<file path="config.mk">
export PLATFORM = sky130hd
export DESIGN_NAME = current_scan
export DESIGN_NICKNAME = d
export VERILOG_FILES = /design/src/common/scan_pkg.sv /design/src/hw/current_scan.sv
export SDC_FILE = /design/constraint.sdc
export NUM_CORES = 2
export LEC_CHECK = 0
export BUFFER_PORTS_ARGS = -buffer_cell sky130_fd_sc_hd__buf_4
export CAP_MARGIN = 40
export CELL_PAD_IN_SITES_DETAIL_PLACEMENT = 0
export CELL_PAD_IN_SITES_GLOBAL_PLACEMENT = 2
export CORE_ASPECT_RATIO = 1.75
export CORE_MARGIN = 2
export CORE_UTILIZATION = 30
export DETAILED_ROUTE_END_ITERATION = 10
export PLACE_DENSITY = 0.63
export SETUP_SLACK_MARGIN = 0.1
export SKIP_CTS_REPAIR_TIMING = 1
export SYNTH_ARGS = -nofsm -noshare
export SYNTH_HDL_FRONTEND = slang
export SYNTH_SLANG_ARGS = --single-unit
</file>
<file path="constraint.sdc">
create_clock -name clk -period 25.1 [get_ports clk]
set_clock_uncertainty 0.05 [all_clocks]
set_input_delay 1.255 -clock clk [delete_from_list [all_inputs] [get_ports clk]]
set_output_delay 1.255 -clock clk [all_outputs]
set_load 0.01 [all_outputs]
</file>
<file path="src/common/scan_pkg.sv">
// package: constants, register map and state carriers of the current input scan block
package scan_pkg;

  // ==========================================================
  // clock and timebase
  localparam int CLK_PERIOD_NS = 40;
  localparam int TICK_PERIOD_NS = 1000000;
  localparam int TICK_CYCLES = TICK_PERIOD_NS / CLK_PERIOD_NS;

  // ==========================================================
  // cycle timing in milliseconds
  localparam logic [7:0] BASE_MS = 8'd8;
  localparam logic [7:0] PAIR_MS_50HZ = 8'd23;
  localparam logic [7:0] PAIR_MS_60HZ = 8'd20;
  localparam logic [4:0] ACK_TIME_LIMIT_MS = 5'd25;
  localparam int NUM_CH = 8;
  localparam int NUM_PAIRS = 4;
  localparam int SMOOTH_FRAC = 6;
  localparam logic [2:0] SMOOTH_MAX = 3'd6;

  // ==========================================================
  // value coding
  localparam logic signed [15:0] CODE_NOMINAL_TOP = 16'sh6C00;
  localparam logic signed [15:0] CODE_OVERFLOW = 16'sh7F00;
  localparam logic signed [15:0] CODE_WB_0_20 = 16'sh0265;
  localparam logic signed [15:0] CODE_WB_4_20 = -16'sh02B4;
  localparam logic signed [15:0] CODE_UNDERRANGE_MIN = -16'sh1800;
  localparam logic signed [15:0] CODE_UNDERFLOW = -16'sh1801;

  // ==========================================================
  // register byte offsets
  localparam logic [7:0] REG_CTRL = 8'h00;
  localparam logic [7:0] REG_CHAN_EN = 8'h04;
  localparam logic [7:0] REG_DISC_TIME = 8'h08;
  localparam logic [7:0] REG_DISC_TOL = 8'h0C;
  localparam logic [7:0] REG_STATUS = 8'h10;
  localparam logic [7:0] REG_MASK = 8'h14;
  localparam logic [7:0] REG_CYCLE_MS = 8'h18;
  localparam logic [7:0] REG_TYPICAL = 8'h1C;
  localparam logic [7:0] REG_WORST = 8'h20;
  localparam logic [7:0] REG_SINGLE_FAULT = 8'h24;
  localparam logic [7:0] REG_FAULT_CH = 8'h28;
  localparam logic [7:0] REG_DONE_CH = 8'h2C;
  localparam logic [2:0] REG_VALUE_BLOCK = 3'b010;
  localparam logic [2:0] REG_CLASS_BLOCK = 3'b011;

  // reset values
  localparam logic [7:0] CTRL_RESET = 8'h00;
  localparam logic [7:0] CHAN_EN_RESET = 8'hFF;
  localparam logic [15:0] DISC_TIME_RESET = 16'd100;
  localparam logic [15:0] DISC_TOL_RESET = 16'd276;

  // status bit positions
  localparam int ST_CYCLE = 0;
  localparam int ST_FAULT = 1;
  localparam int ST_DISC = 2;
  localparam int ST_ACK = 3;

  // ==========================================================
  // types
  typedef enum logic [2:0] {
    CLS_NOMINAL, CLS_OVERRANGE, CLS_OVERFLOW, CLS_UNDERRANGE, CLS_UNDERFLOW, CLS_WIRE_BREAK
  } cls_e;

  typedef enum logic [1:0] {PH_IDLE, PH_BASE, PH_PAIR} phase_e;

  typedef struct packed {
    logic dual_channel_evaluation;
    logic wire_break_diag;
    logic range_4_20;
    logic [2:0] smooth;
    logic freq60;
    logic run;
  } ctrl_s;

  typedef struct packed {
    cls_e cls;
    logic [15:0] value;
  } coded_s;

  typedef struct packed {
    logic bus_ack;
    logic [31:0] rdata;
    ctrl_s ctrl;
    logic [7:0] chan_en;
    logic [15:0] disc_ms;
    logic [15:0] disc_tol;
    logic [3:0] status;
    logic [3:0] mask;
    logic [31:0] tick_cnt;
    logic tick;
    phase_e phase;
    logic [1:0] pair;
    logic [7:0] phase_ms;
    logic [3:0] act_pairs;
    logic [7:0] en_l;
    logic freq60_l;
    logic [2:0] smooth_l;
    logic [7:0] done_ch;
    logic [7:0][21:0] acc;
    logic [7:0][15:0] value;
    cls_e [7:0] cls;
    logic [7:0] fault_ch;
    logic [3:0] mism;
    logic [3:0][15:0] disc_cnt;
    logic msg_pend;
    logic [4:0] ack_ms;
    logic msg_ack;
  } state_s;

endpackage

</file>
<file path="src/hw/current_scan.sv">
// current input scan scheduler, value coding and response bounds with Avalon-MM registers
module current_scan
  import scan_pkg::*;
#(
  parameter int TICK_LEN = TICK_CYCLES
) (
  // clock and reset
  input wire logic clk,
  input wire logic reset_n,
  // avalon-mm slave
  input wire logic [7:0] address,
  input wire logic read,
  input wire logic write,
  input wire logic [31:0] writedata,
  input wire logic [3:0] byteenable,
  output logic [31:0] readdata,
  output logic waitrequest,
  // converter results, one signed word per channel
  input wire logic [7:0][15:0] adc_code,
  // safety message handshake
  input wire logic msg_req,
  output logic msg_ack,
  // events
  output logic cycle_done,
  output logic irq
);

  // ==========================================================
  // reset release
  logic rst_meta;
  logic rst_n;

  always_ff @(posedge clk or negedge reset_n) begin
    if (!reset_n) begin
      rst_meta <= 1'b0;
      rst_n <= 1'b0;
    end else begin
      rst_meta <= 1'b1;
      rst_n <= rst_meta;
    end
  end

  // ==========================================================
  // helpers
  function automatic coded_s code_value(input logic signed [15:0] raw, input logic r420,
                                        input logic wb);
    coded_s c;
    c.value = raw;
    c.cls = CLS_NOMINAL;
    if (raw >= CODE_OVERFLOW) begin
      c.value = CODE_OVERFLOW;
      c.cls = CLS_OVERFLOW;
    end else if (raw > CODE_NOMINAL_TOP) begin
      c.cls = CLS_OVERRANGE;
    end else if (!r420) begin
      if (raw < 16'sh0000) begin
        c.value = 16'h0000;
      end
      if (raw <= CODE_WB_0_20) begin
        c.cls = CLS_WIRE_BREAK;
      end
    end else if (raw < 16'sh0000) begin
      if (wb && raw <= CODE_WB_4_20) begin
        c.cls = CLS_WIRE_BREAK;
      end else if (!wb && raw < CODE_UNDERRANGE_MIN) begin
        c.value = CODE_UNDERFLOW;
        c.cls = CLS_UNDERFLOW;
      end else begin
        c.cls = CLS_UNDERRANGE;
      end
    end
    return c;
  endfunction

  function automatic logic [31:0] merge(input logic [31:0] old, input logic [31:0] nw,
                                        input logic [3:0] be);
    logic [31:0] r;
    r = old;
    for (int b = 0; b < 4; b++) begin
      if (be[b]) begin
        r[b*8 +: 8] = nw[b*8 +: 8];
      end
    end
    return r;
  endfunction

  // next active pair at or above start; bit 2 set when found
  function automatic logic [2:0] find_pair(input logic [3:0] act, input logic [2:0] start);
    logic [2:0] r;
    r = 3'b000;
    for (int p = NUM_PAIRS - 1; p >= 0; p--) begin
      if (act[p] && 3'(p) >= start) begin
        r = {1'b1, 2'(p)};
      end
    end
    return r;
  endfunction

  // ==========================================================
  // state and derived timing
  state_s s;
  state_s next_s;
  logic [3:0] cfg_pairs;
  logic [2:0] cnt_pairs;
  logic [7:0] pair_ms;
  logic [7:0] cycle_ms;
  logic [15:0] typical_ms;
  logic [15:0] worst_case_fault_free_delay;
  logic [31:0] single_fault_delay;
  logic bus_req;

  assign bus_req = read | write;
  assign cfg_pairs = s.chan_en[3:0] | s.chan_en[7:4];
  assign cnt_pairs = 3'(s.act_pairs[0]) + 3'(s.act_pairs[1]) + 3'(s.act_pairs[2])
                   + 3'(s.act_pairs[3]);
  assign pair_ms = s.freq60_l ? PAIR_MS_60HZ : PAIR_MS_50HZ;
  assign cycle_ms = BASE_MS + 8'(cnt_pairs) * pair_ms;
  assign typical_ms = 16'(cycle_ms) << s.smooth_l;
  assign worst_case_fault_free_delay = 16'(typical_ms << 1);
  assign single_fault_delay = s.ctrl.dual_channel_evaluation
    ? 32'(worst_case_fault_free_delay) + 32'(s.disc_ms) + 32'(cycle_ms) * 32'd2
    : 32'(cycle_ms) * 32'd2;

  // ==========================================================
  // next state
  always_comb begin
    logic [2:0] nxt;
    logic end_cycle;
    logic phase_end;
    logic [31:0] wr;
    logic signed [22:0] diff;
    logic signed [16:0] gap;
    coded_s cr;
    coded_s cf;
    int ch;
    int pa;
    nxt = 3'b000;
    end_cycle = 1'b0;
    phase_end = 1'b0;
    wr = 32'h0000_0000;
    diff = 23'sh000000;
    gap = 17'sh00000;
    cr = '0;
    cf = '0;
    ch = 0;
    pa = 0;
    next_s = s;
    next_s.msg_ack = 1'b0;

    // millisecond tick
    next_s.tick = 1'b0;
    if (s.tick_cnt == 32'(TICK_LEN - 1)) begin
      next_s.tick_cnt = 32'h0000_0000;
      next_s.tick = 1'b1;
    end else begin
      next_s.tick_cnt = s.tick_cnt + 32'h0000_0001;
    end

    // scan scheduler
    if (s.tick) begin
      unique case (s.phase)
        PH_IDLE: begin
          if (s.ctrl.run) begin
            next_s.phase = PH_BASE;
            next_s.phase_ms = 8'h00;
            next_s.act_pairs = cfg_pairs;
            next_s.en_l = s.chan_en;
            next_s.freq60_l = s.ctrl.freq60;
            next_s.smooth_l = (s.ctrl.smooth > SMOOTH_MAX) ? SMOOTH_MAX : s.ctrl.smooth;
            next_s.done_ch = 8'h00;
          end
        end
        PH_BASE: begin
          next_s.phase_ms = s.phase_ms + 8'h01;
          if (s.phase_ms == BASE_MS - 8'h01) begin
            phase_end = 1'b1;
            nxt = find_pair(s.act_pairs, 3'b000);
            if (nxt[2]) begin
              next_s.phase = PH_PAIR;
              next_s.pair = nxt[1:0];
              next_s.phase_ms = 8'h00;
            end else begin
              end_cycle = 1'b1;
            end
          end
        end
        PH_PAIR: begin
          next_s.phase_ms = s.phase_ms + 8'h01;
          if (s.phase_ms == pair_ms - 8'h01) begin
            phase_end = 1'b1;
            for (int h = 0; h < 2; h++) begin
              ch = int'(s.pair) + h * NUM_PAIRS;
              if (s.en_l[ch] && !s.done_ch[ch]) begin
                next_s.done_ch[ch] = 1'b1;
                cr = code_value(adc_code[ch], s.ctrl.range_4_20, s.ctrl.wire_break_diag);
                next_s.cls[ch] = cr.cls;
                next_s.fault_ch[ch] = (cr.cls == CLS_OVERFLOW) || (cr.cls == CLS_UNDERFLOW)
                                   || (cr.cls == CLS_WIRE_BREAK);
                if (next_s.fault_ch[ch] && !s.fault_ch[ch]) begin
                  next_s.status[ST_FAULT] = 1'b1;
                end
                diff = {adc_code[ch][15], adc_code[ch], 6'b000000}
                     - {s.acc[ch][21], s.acc[ch]};
                if (s.smooth_l == 3'b000) begin
                  next_s.acc[ch] = {adc_code[ch], 6'b000000};
                end else begin
                  next_s.acc[ch] = s.acc[ch] + 22'(diff >>> s.smooth_l);
                end
                cf = code_value(next_s.acc[ch][21:6], s.ctrl.range_4_20,
                                s.ctrl.wire_break_diag);
                next_s.value[ch] = cf.value;
              end
            end
            pa = int'(s.pair);
            if (s.ctrl.dual_channel_evaluation && s.en_l[pa] && s.en_l[pa + NUM_PAIRS]) begin
              gap = 17'($signed(next_s.value[pa])) - 17'($signed(next_s.value[pa + NUM_PAIRS]));
              if (gap < 17'sh00000) begin
                gap = -gap;
              end
              next_s.mism[pa] = gap > $signed({1'b0, s.disc_tol});
            end else begin
              next_s.mism[pa] = 1'b0;
            end
            nxt = find_pair(s.act_pairs, 3'(s.pair) + 3'b001);
            if (nxt[2]) begin
              next_s.pair = nxt[1:0];
              next_s.phase_ms = 8'h00;
            end else begin
              end_cycle = 1'b1;
            end
          end
        end
        default: next_s.phase = PH_IDLE;
      endcase
    end

    // cycle end: relatch configuration for the next cycle
    if (end_cycle) begin
      next_s.status[ST_CYCLE] = 1'b1;
      next_s.done_ch = 8'h00;
      next_s.phase_ms = 8'h00;
      next_s.act_pairs = cfg_pairs;
      next_s.en_l = s.chan_en;
      next_s.freq60_l = s.ctrl.freq60;
      next_s.smooth_l = (s.ctrl.smooth > SMOOTH_MAX) ? SMOOTH_MAX : s.ctrl.smooth;
      next_s.phase = s.ctrl.run ? PH_BASE : PH_IDLE;
    end

    // discrepancy timers
    for (int p = 0; p < NUM_PAIRS; p++) begin
      if (!s.mism[p]) begin
        next_s.disc_cnt[p] = 16'h0000;
      end else if (s.tick && s.disc_cnt[p] != 16'hFFFF) begin
        next_s.disc_cnt[p] = s.disc_cnt[p] + 16'h0001;
        if (s.disc_cnt[p] == s.disc_ms) begin
          next_s.status[ST_DISC] = 1'b1;
        end
      end
    end

    // safety message acknowledge at the next phase boundary, at once while idle, or 2 ms before the limit
    if (msg_req) begin
      next_s.msg_pend = 1'b1;
    end
    if (s.msg_pend) begin
      if (s.tick) begin
        next_s.ack_ms = s.ack_ms + 5'd1;
      end
      if (phase_end || s.phase == PH_IDLE || s.ack_ms >= ACK_TIME_LIMIT_MS - 5'd2) begin
        next_s.msg_ack = 1'b1;
        next_s.msg_pend = msg_req;
        next_s.ack_ms = 5'd0;
        next_s.status[ST_ACK] = 1'b1;
      end
    end

    // register bus, answer on second cycle of each request
    next_s.bus_ack = bus_req & ~s.bus_ack;
    if (bus_req && !s.bus_ack && read) begin
      next_s.rdata = 32'h0000_0000;
      if (address[7:5] == REG_VALUE_BLOCK) begin
        next_s.rdata = {16'h0000, s.value[address[4:2]]};
      end else if (address[7:5] == REG_CLASS_BLOCK) begin
        next_s.rdata = {29'h0, s.cls[address[4:2]]};
      end else begin
        unique case (address)
          REG_CTRL: next_s.rdata = {24'h0, s.ctrl};
          REG_CHAN_EN: next_s.rdata = {24'h0, s.chan_en};
          REG_DISC_TIME: next_s.rdata = {16'h0, s.disc_ms};
          REG_DISC_TOL: next_s.rdata = {16'h0, s.disc_tol};
          REG_STATUS: next_s.rdata = {28'h0, s.status};
          REG_MASK: next_s.rdata = {28'h0, s.mask};
          REG_CYCLE_MS: next_s.rdata = {24'h0, cycle_ms};
          REG_TYPICAL: next_s.rdata = {16'h0, typical_ms};
          REG_WORST: next_s.rdata = {16'h0, worst_case_fault_free_delay};
          REG_SINGLE_FAULT: next_s.rdata = single_fault_delay;
          REG_FAULT_CH: next_s.rdata = {24'h0, s.fault_ch};
          REG_DONE_CH: next_s.rdata = {24'h0, s.done_ch};
          default: next_s.rdata = 32'h0000_0000;
        endcase
      end
    end
    if (write && s.bus_ack) begin
      unique case (address)
        REG_CTRL: begin
          wr = merge({24'h0, s.ctrl}, writedata, byteenable);
          next_s.ctrl = wr[7:0];
        end
        REG_CHAN_EN: begin
          wr = merge({24'h0, s.chan_en}, writedata, byteenable);
          next_s.chan_en = wr[7:0];
        end
        REG_DISC_TIME: begin
          wr = merge({16'h0, s.disc_ms}, writedata, byteenable);
          next_s.disc_ms = wr[15:0];
        end
        REG_DISC_TOL: begin
          wr = merge({16'h0, s.disc_tol}, writedata, byteenable);
          next_s.disc_tol = wr[15:0];
        end
        REG_STATUS: begin
          // event set in this cycle wins over the clear
          if (byteenable[0]) begin
            next_s.status = next_s.status & ~(writedata[3:0] & ~(next_s.status & ~s.status));
          end
        end
        REG_MASK: begin
          wr = merge({28'h0, s.mask}, writedata, byteenable);
          next_s.mask = wr[3:0];
        end
        default: begin
        end
      endcase
    end
  end

  // ==========================================================
  // state register
  always_ff @(posedge clk or negedge rst_n) begin
    if (!rst_n) begin
      s <= '0;
      s.ctrl <= CTRL_RESET;
      s.chan_en <= CHAN_EN_RESET;
      s.disc_ms <= DISC_TIME_RESET;
      s.disc_tol <= DISC_TOL_RESET;
      s.phase <= PH_IDLE;
    end else begin
      s <= next_s;
    end
  end

  // ==========================================================
  // outputs
  assign readdata = s.rdata;
  assign waitrequest = bus_req & ~s.bus_ack;
  assign msg_ack = s.msg_ack;
  assign cycle_done = s.status[ST_CYCLE];
  assign irq = |(s.status & s.mask);

endmodule // current_scan

</file>
==> results by group <==
Status
  • Status: finished, final reports clean

Clock network
  • Reg clk slew, reported paths: 70 ps
  • CTS tree: done
  • Clock sink total: 557
  • Clock root buffer master: clkbuf_16
  • H-tree Lvls: 2
  • Skew-Pair Late Insertion Delay: 690 ps
  • Clk buf depth: 3
  • Total CTS buffers: 60

Placed design
  • Routability cong.: 0.843
  • DP Area: 41,200 sq um
  • IO buf count: 180
  • HPWL after DPL: 106 mm

Setup path
  • Flop2flop setup slack: 10,720 ps
  • Critical Path Most Common Cell: o21a_1
  • Crit path required time: 25,580 ps
  • Top Family by Delay on Critical Path: compound AO/OA/AOI/OAI gates
  • Critical path class: register to register
  • RR Startpoint: s[444]
  • Critical Path Source Type: register
  • CP arrival: 14,860 ps
  • Max incr delay on CP: 940 ps
  • Reg2reg path depth: 45
  • CP bufs+invs: 4
  • CP endpoint kind: register
  • Critical path's slowest cell: dfrtp_4
  • Highest net fanout along the worst path: 90

Power
  • LEAKAGE: 18.9 nW
  • Net Sw Frac: 30.2%
  • Logic pwr share: 20.8%
  • Psw: 0.752 mW
  • Flop pwr share: 38.7%
  • PwrDens: 57.3 nW/um^2
  • Internal power: 1.74 mW
  • Clock share of power: 40.5%
  • Max VDD drop: 0.0560 mV

Logic synthesis
  • Primary FF master, synth: dfrtp_1
  • Post-Syn Area: 38,100 sq um
  • Synthesized instance count: 3,995
  • Netlist cell types: 97
  • Flops & latches, synth: 557
  • Post-synth EDFFs: 0
  • Syn_area_per_cell: 9.54 sq um
  • Async SR Flop Fraction: 100%
  • Register area share after synthesis: 36.6%
  • Synth Warn #: 0

GRT
  • Initial antenna violation count: 2
  • Total track usage: 21.5%
  • Number of global-route vias before repair: 32.6k
  • Largest net degree at the start of global routing: 139
  • First-pass GRT wire length: 211 mm
  • Gr ovfl total: 0

Hold path
  • Worst Hold Class: input port to asynchronous set/reset pin

Floorplan
  • Initial Util: 30.1%
  • # IOs: 213
  • Core ar.: 127,000 sq um
  • Die height: 475 um
  • FP Rows: 173
  • Die width: 273 um
  • Die area: 130,000 sq um

Layout
  • Final nets: 4,454
  • Layout cell share with drive strength beyond 1: 18.0%
  • Final instance area: 43,400 sq um
  • Layout area overhead: 14.0%
  • Post-layout util: 34.3%
  • Commonest non-fill, non-tap cell in the layout: nand2_1
  • Fillers: 13.3k
  • Commonest non-fill, non-tap cells in the layout: nand2_1, dfrtp_1, o21ai_0, buf_4, nor2_1

Timing
  • Fmax: 69.6 MHz
  • Max Slew Vio Count: 0
  • RSZ-0062 raised after global routing: false
  • Final setup viols: 0
  • Setup_tns: 0 ps
  • Final hold violations: 0
  • Hold slack: 300 ps
  • Worst-Margin Slew: 941 ps
  • Period utilization: 57.3%
  • Slew headroom: 37.3%
  • Fin crit period: 14,380 ps

Drt
  • Initial DRC count: 1,683
  • DR WL/cell: 24.1 um
  • Via count: 30.9k
  • # DRC: 0
  • Post-DR vias/cell: 5.32
  • DR pass1 iterations: 5
  • Final ANT Viol Nets: 0
  • Final WL: 140 mm

Job
  • MaxCap Viol Count: 0
cell families (layout without fill, tap and decap cells):
logic type	Yosys count	in the layout	share of synthesized area [%]
other	2	16	0.0197
multiplexers	369	369	15.2
AO/OA/AOI/OAI	996	996	17.1
AND/OR/NAND/NOR	1281	1281	15.4
buffers and inverters	384	526	4.28
XOR/XNOR	228	228	5.28
flip-flops	557	557	36.6
adder cells (fa/ha/maj)	178	178	6.14
cell type report:
class                   count  area (sq um)  share of cell area, %
diodes                      1          2.50                0.00576
flip-flops and latches    557         14000                   32.2
repair buffers            265          2020                   4.65
inverters                 148           556                   1.28
clock inverters            29           365                  0.841
multi-input cells        3067         22600                   52.1
well taps                1662          2080                   4.79
clock buffers              84          1830                   4.21
metrics by stage:
step / setup slack, ps / std cells / total power, mW
after global routing: 9710 / 5813 / 2.61
after detailed placement: 10530 / 5699 / 1.50
final: 10720 / 5813 / 2.49
after floorplan: 8400 / 4008 / 1.34
after CTS: 10490 / 5812 / 2.53
after global placement: 10060 / 5680 / 1.50
how the worst max path moves through the flow:
stage,start,end,cells past startpoint
5_1_grt,s[444],register,45
3_3_place_gp,s[444],register,43
6_report,s[444],register,45
4_1_cts,s[444],register,45
3_5_place_dp,s[444],register,45
2_1_floorplan,rst_n,asynchronous set/reset pin,0
synth_stat cells (10+ instances only):
| cell type | count | area (sq um) |
|---|---|---|
| a211oi_1 | 31 | 233 |
| a21boi_0 | 32 | 240 |
| a21o_1 | 49 | 368 |
| a21oi_1 | 135 | 676 |
| a221oi_1 | 19 | 166 |
| a22oi_1 | 22 | 165 |
| a31oi_1 | 26 | 163 |
| and2_1 | 54 | 338 |
| and3_1 | 32 | 200 |
| buf_1 | 18 | 67.6 |
| buf_2 | 20 | 100 |
| buf_4 | 40 | 300 |
| clkbuf_1 | 156 | 586 |
| dfrtp_1 | 543 | 13600 |
| dfstp_2 | 14 | 368 |
| fa_1 | 15 | 300 |
| ha_1 | 163 | 2040 |
| inv_1 | 145 | 544 |
| mux2_2 | 136 | 1530 |
| mux2i_1 | 79 | 791 |
| mux4_2 | 154 | 3470 |
| nand2_1 | 596 | 2240 |
| nand2b_1 | 38 | 238 |
| nand3_1 | 88 | 440 |
| nand4_1 | 44 | 275 |
| nor2_1 | 228 | 856 |
| nor2b_1 | 28 | 175 |
| nor3_1 | 57 | 285 |
| nor4_1 | 19 | 119 |
| o211ai_1 | 21 | 158 |
| o21a_1 | 40 | 300 |
| o21ai_0 | 349 | 1750 |
| o21ai_1 | 10 | 50.1 |
| o21bai_1 | 15 | 113 |
| o22ai_1 | 12 | 75.1 |
| o31a_1 | 19 | 166 |
| o31ai_1 | 108 | 811 |
| or2_2 | 16 | 100 |
| or3_1 | 39 | 244 |
| xnor2_1 | 175 | 1530 |
| xor2_1 | 52 | 455 |
layer usage:
layer	vias to the layer above	track usage [%]	routed length, um
li1	14647	-	-
met2	535	42.4	77700
met5	-	0	14
met4	2	7.82	5340
met3	181	1.87	3700
met1	15546	23.5	53300
power groups by stage:
stage | Clock [mW] | Combinational (mW) | Sequential [mW]
3_3_place_gp | 0 | 0.520 | 0.979
3_5_place_dp | 0 | 0.523 | 0.981
4_1_cts | 1.04 | 0.526 | 0.964
5_1_grt | 1.07 | 0.577 | 0.969
2_1_floorplan | 0 | 0.361 | 0.981
6_report | 1.01 | 0.519 | 0.964
worst reg2reg max path: cells and delay by family (launching register included):
family / cells / cell delay, ps
DFF: 1 / 940
muxes: 3 / 1110
and+or+nand+nor: 4 / 660
AOI/OAI and AO/OA: 29 / 8800
buffers and inverters: 4 / 1030
adders and majority gates: 5 / 1630
(Power assumes the default switching activity.)
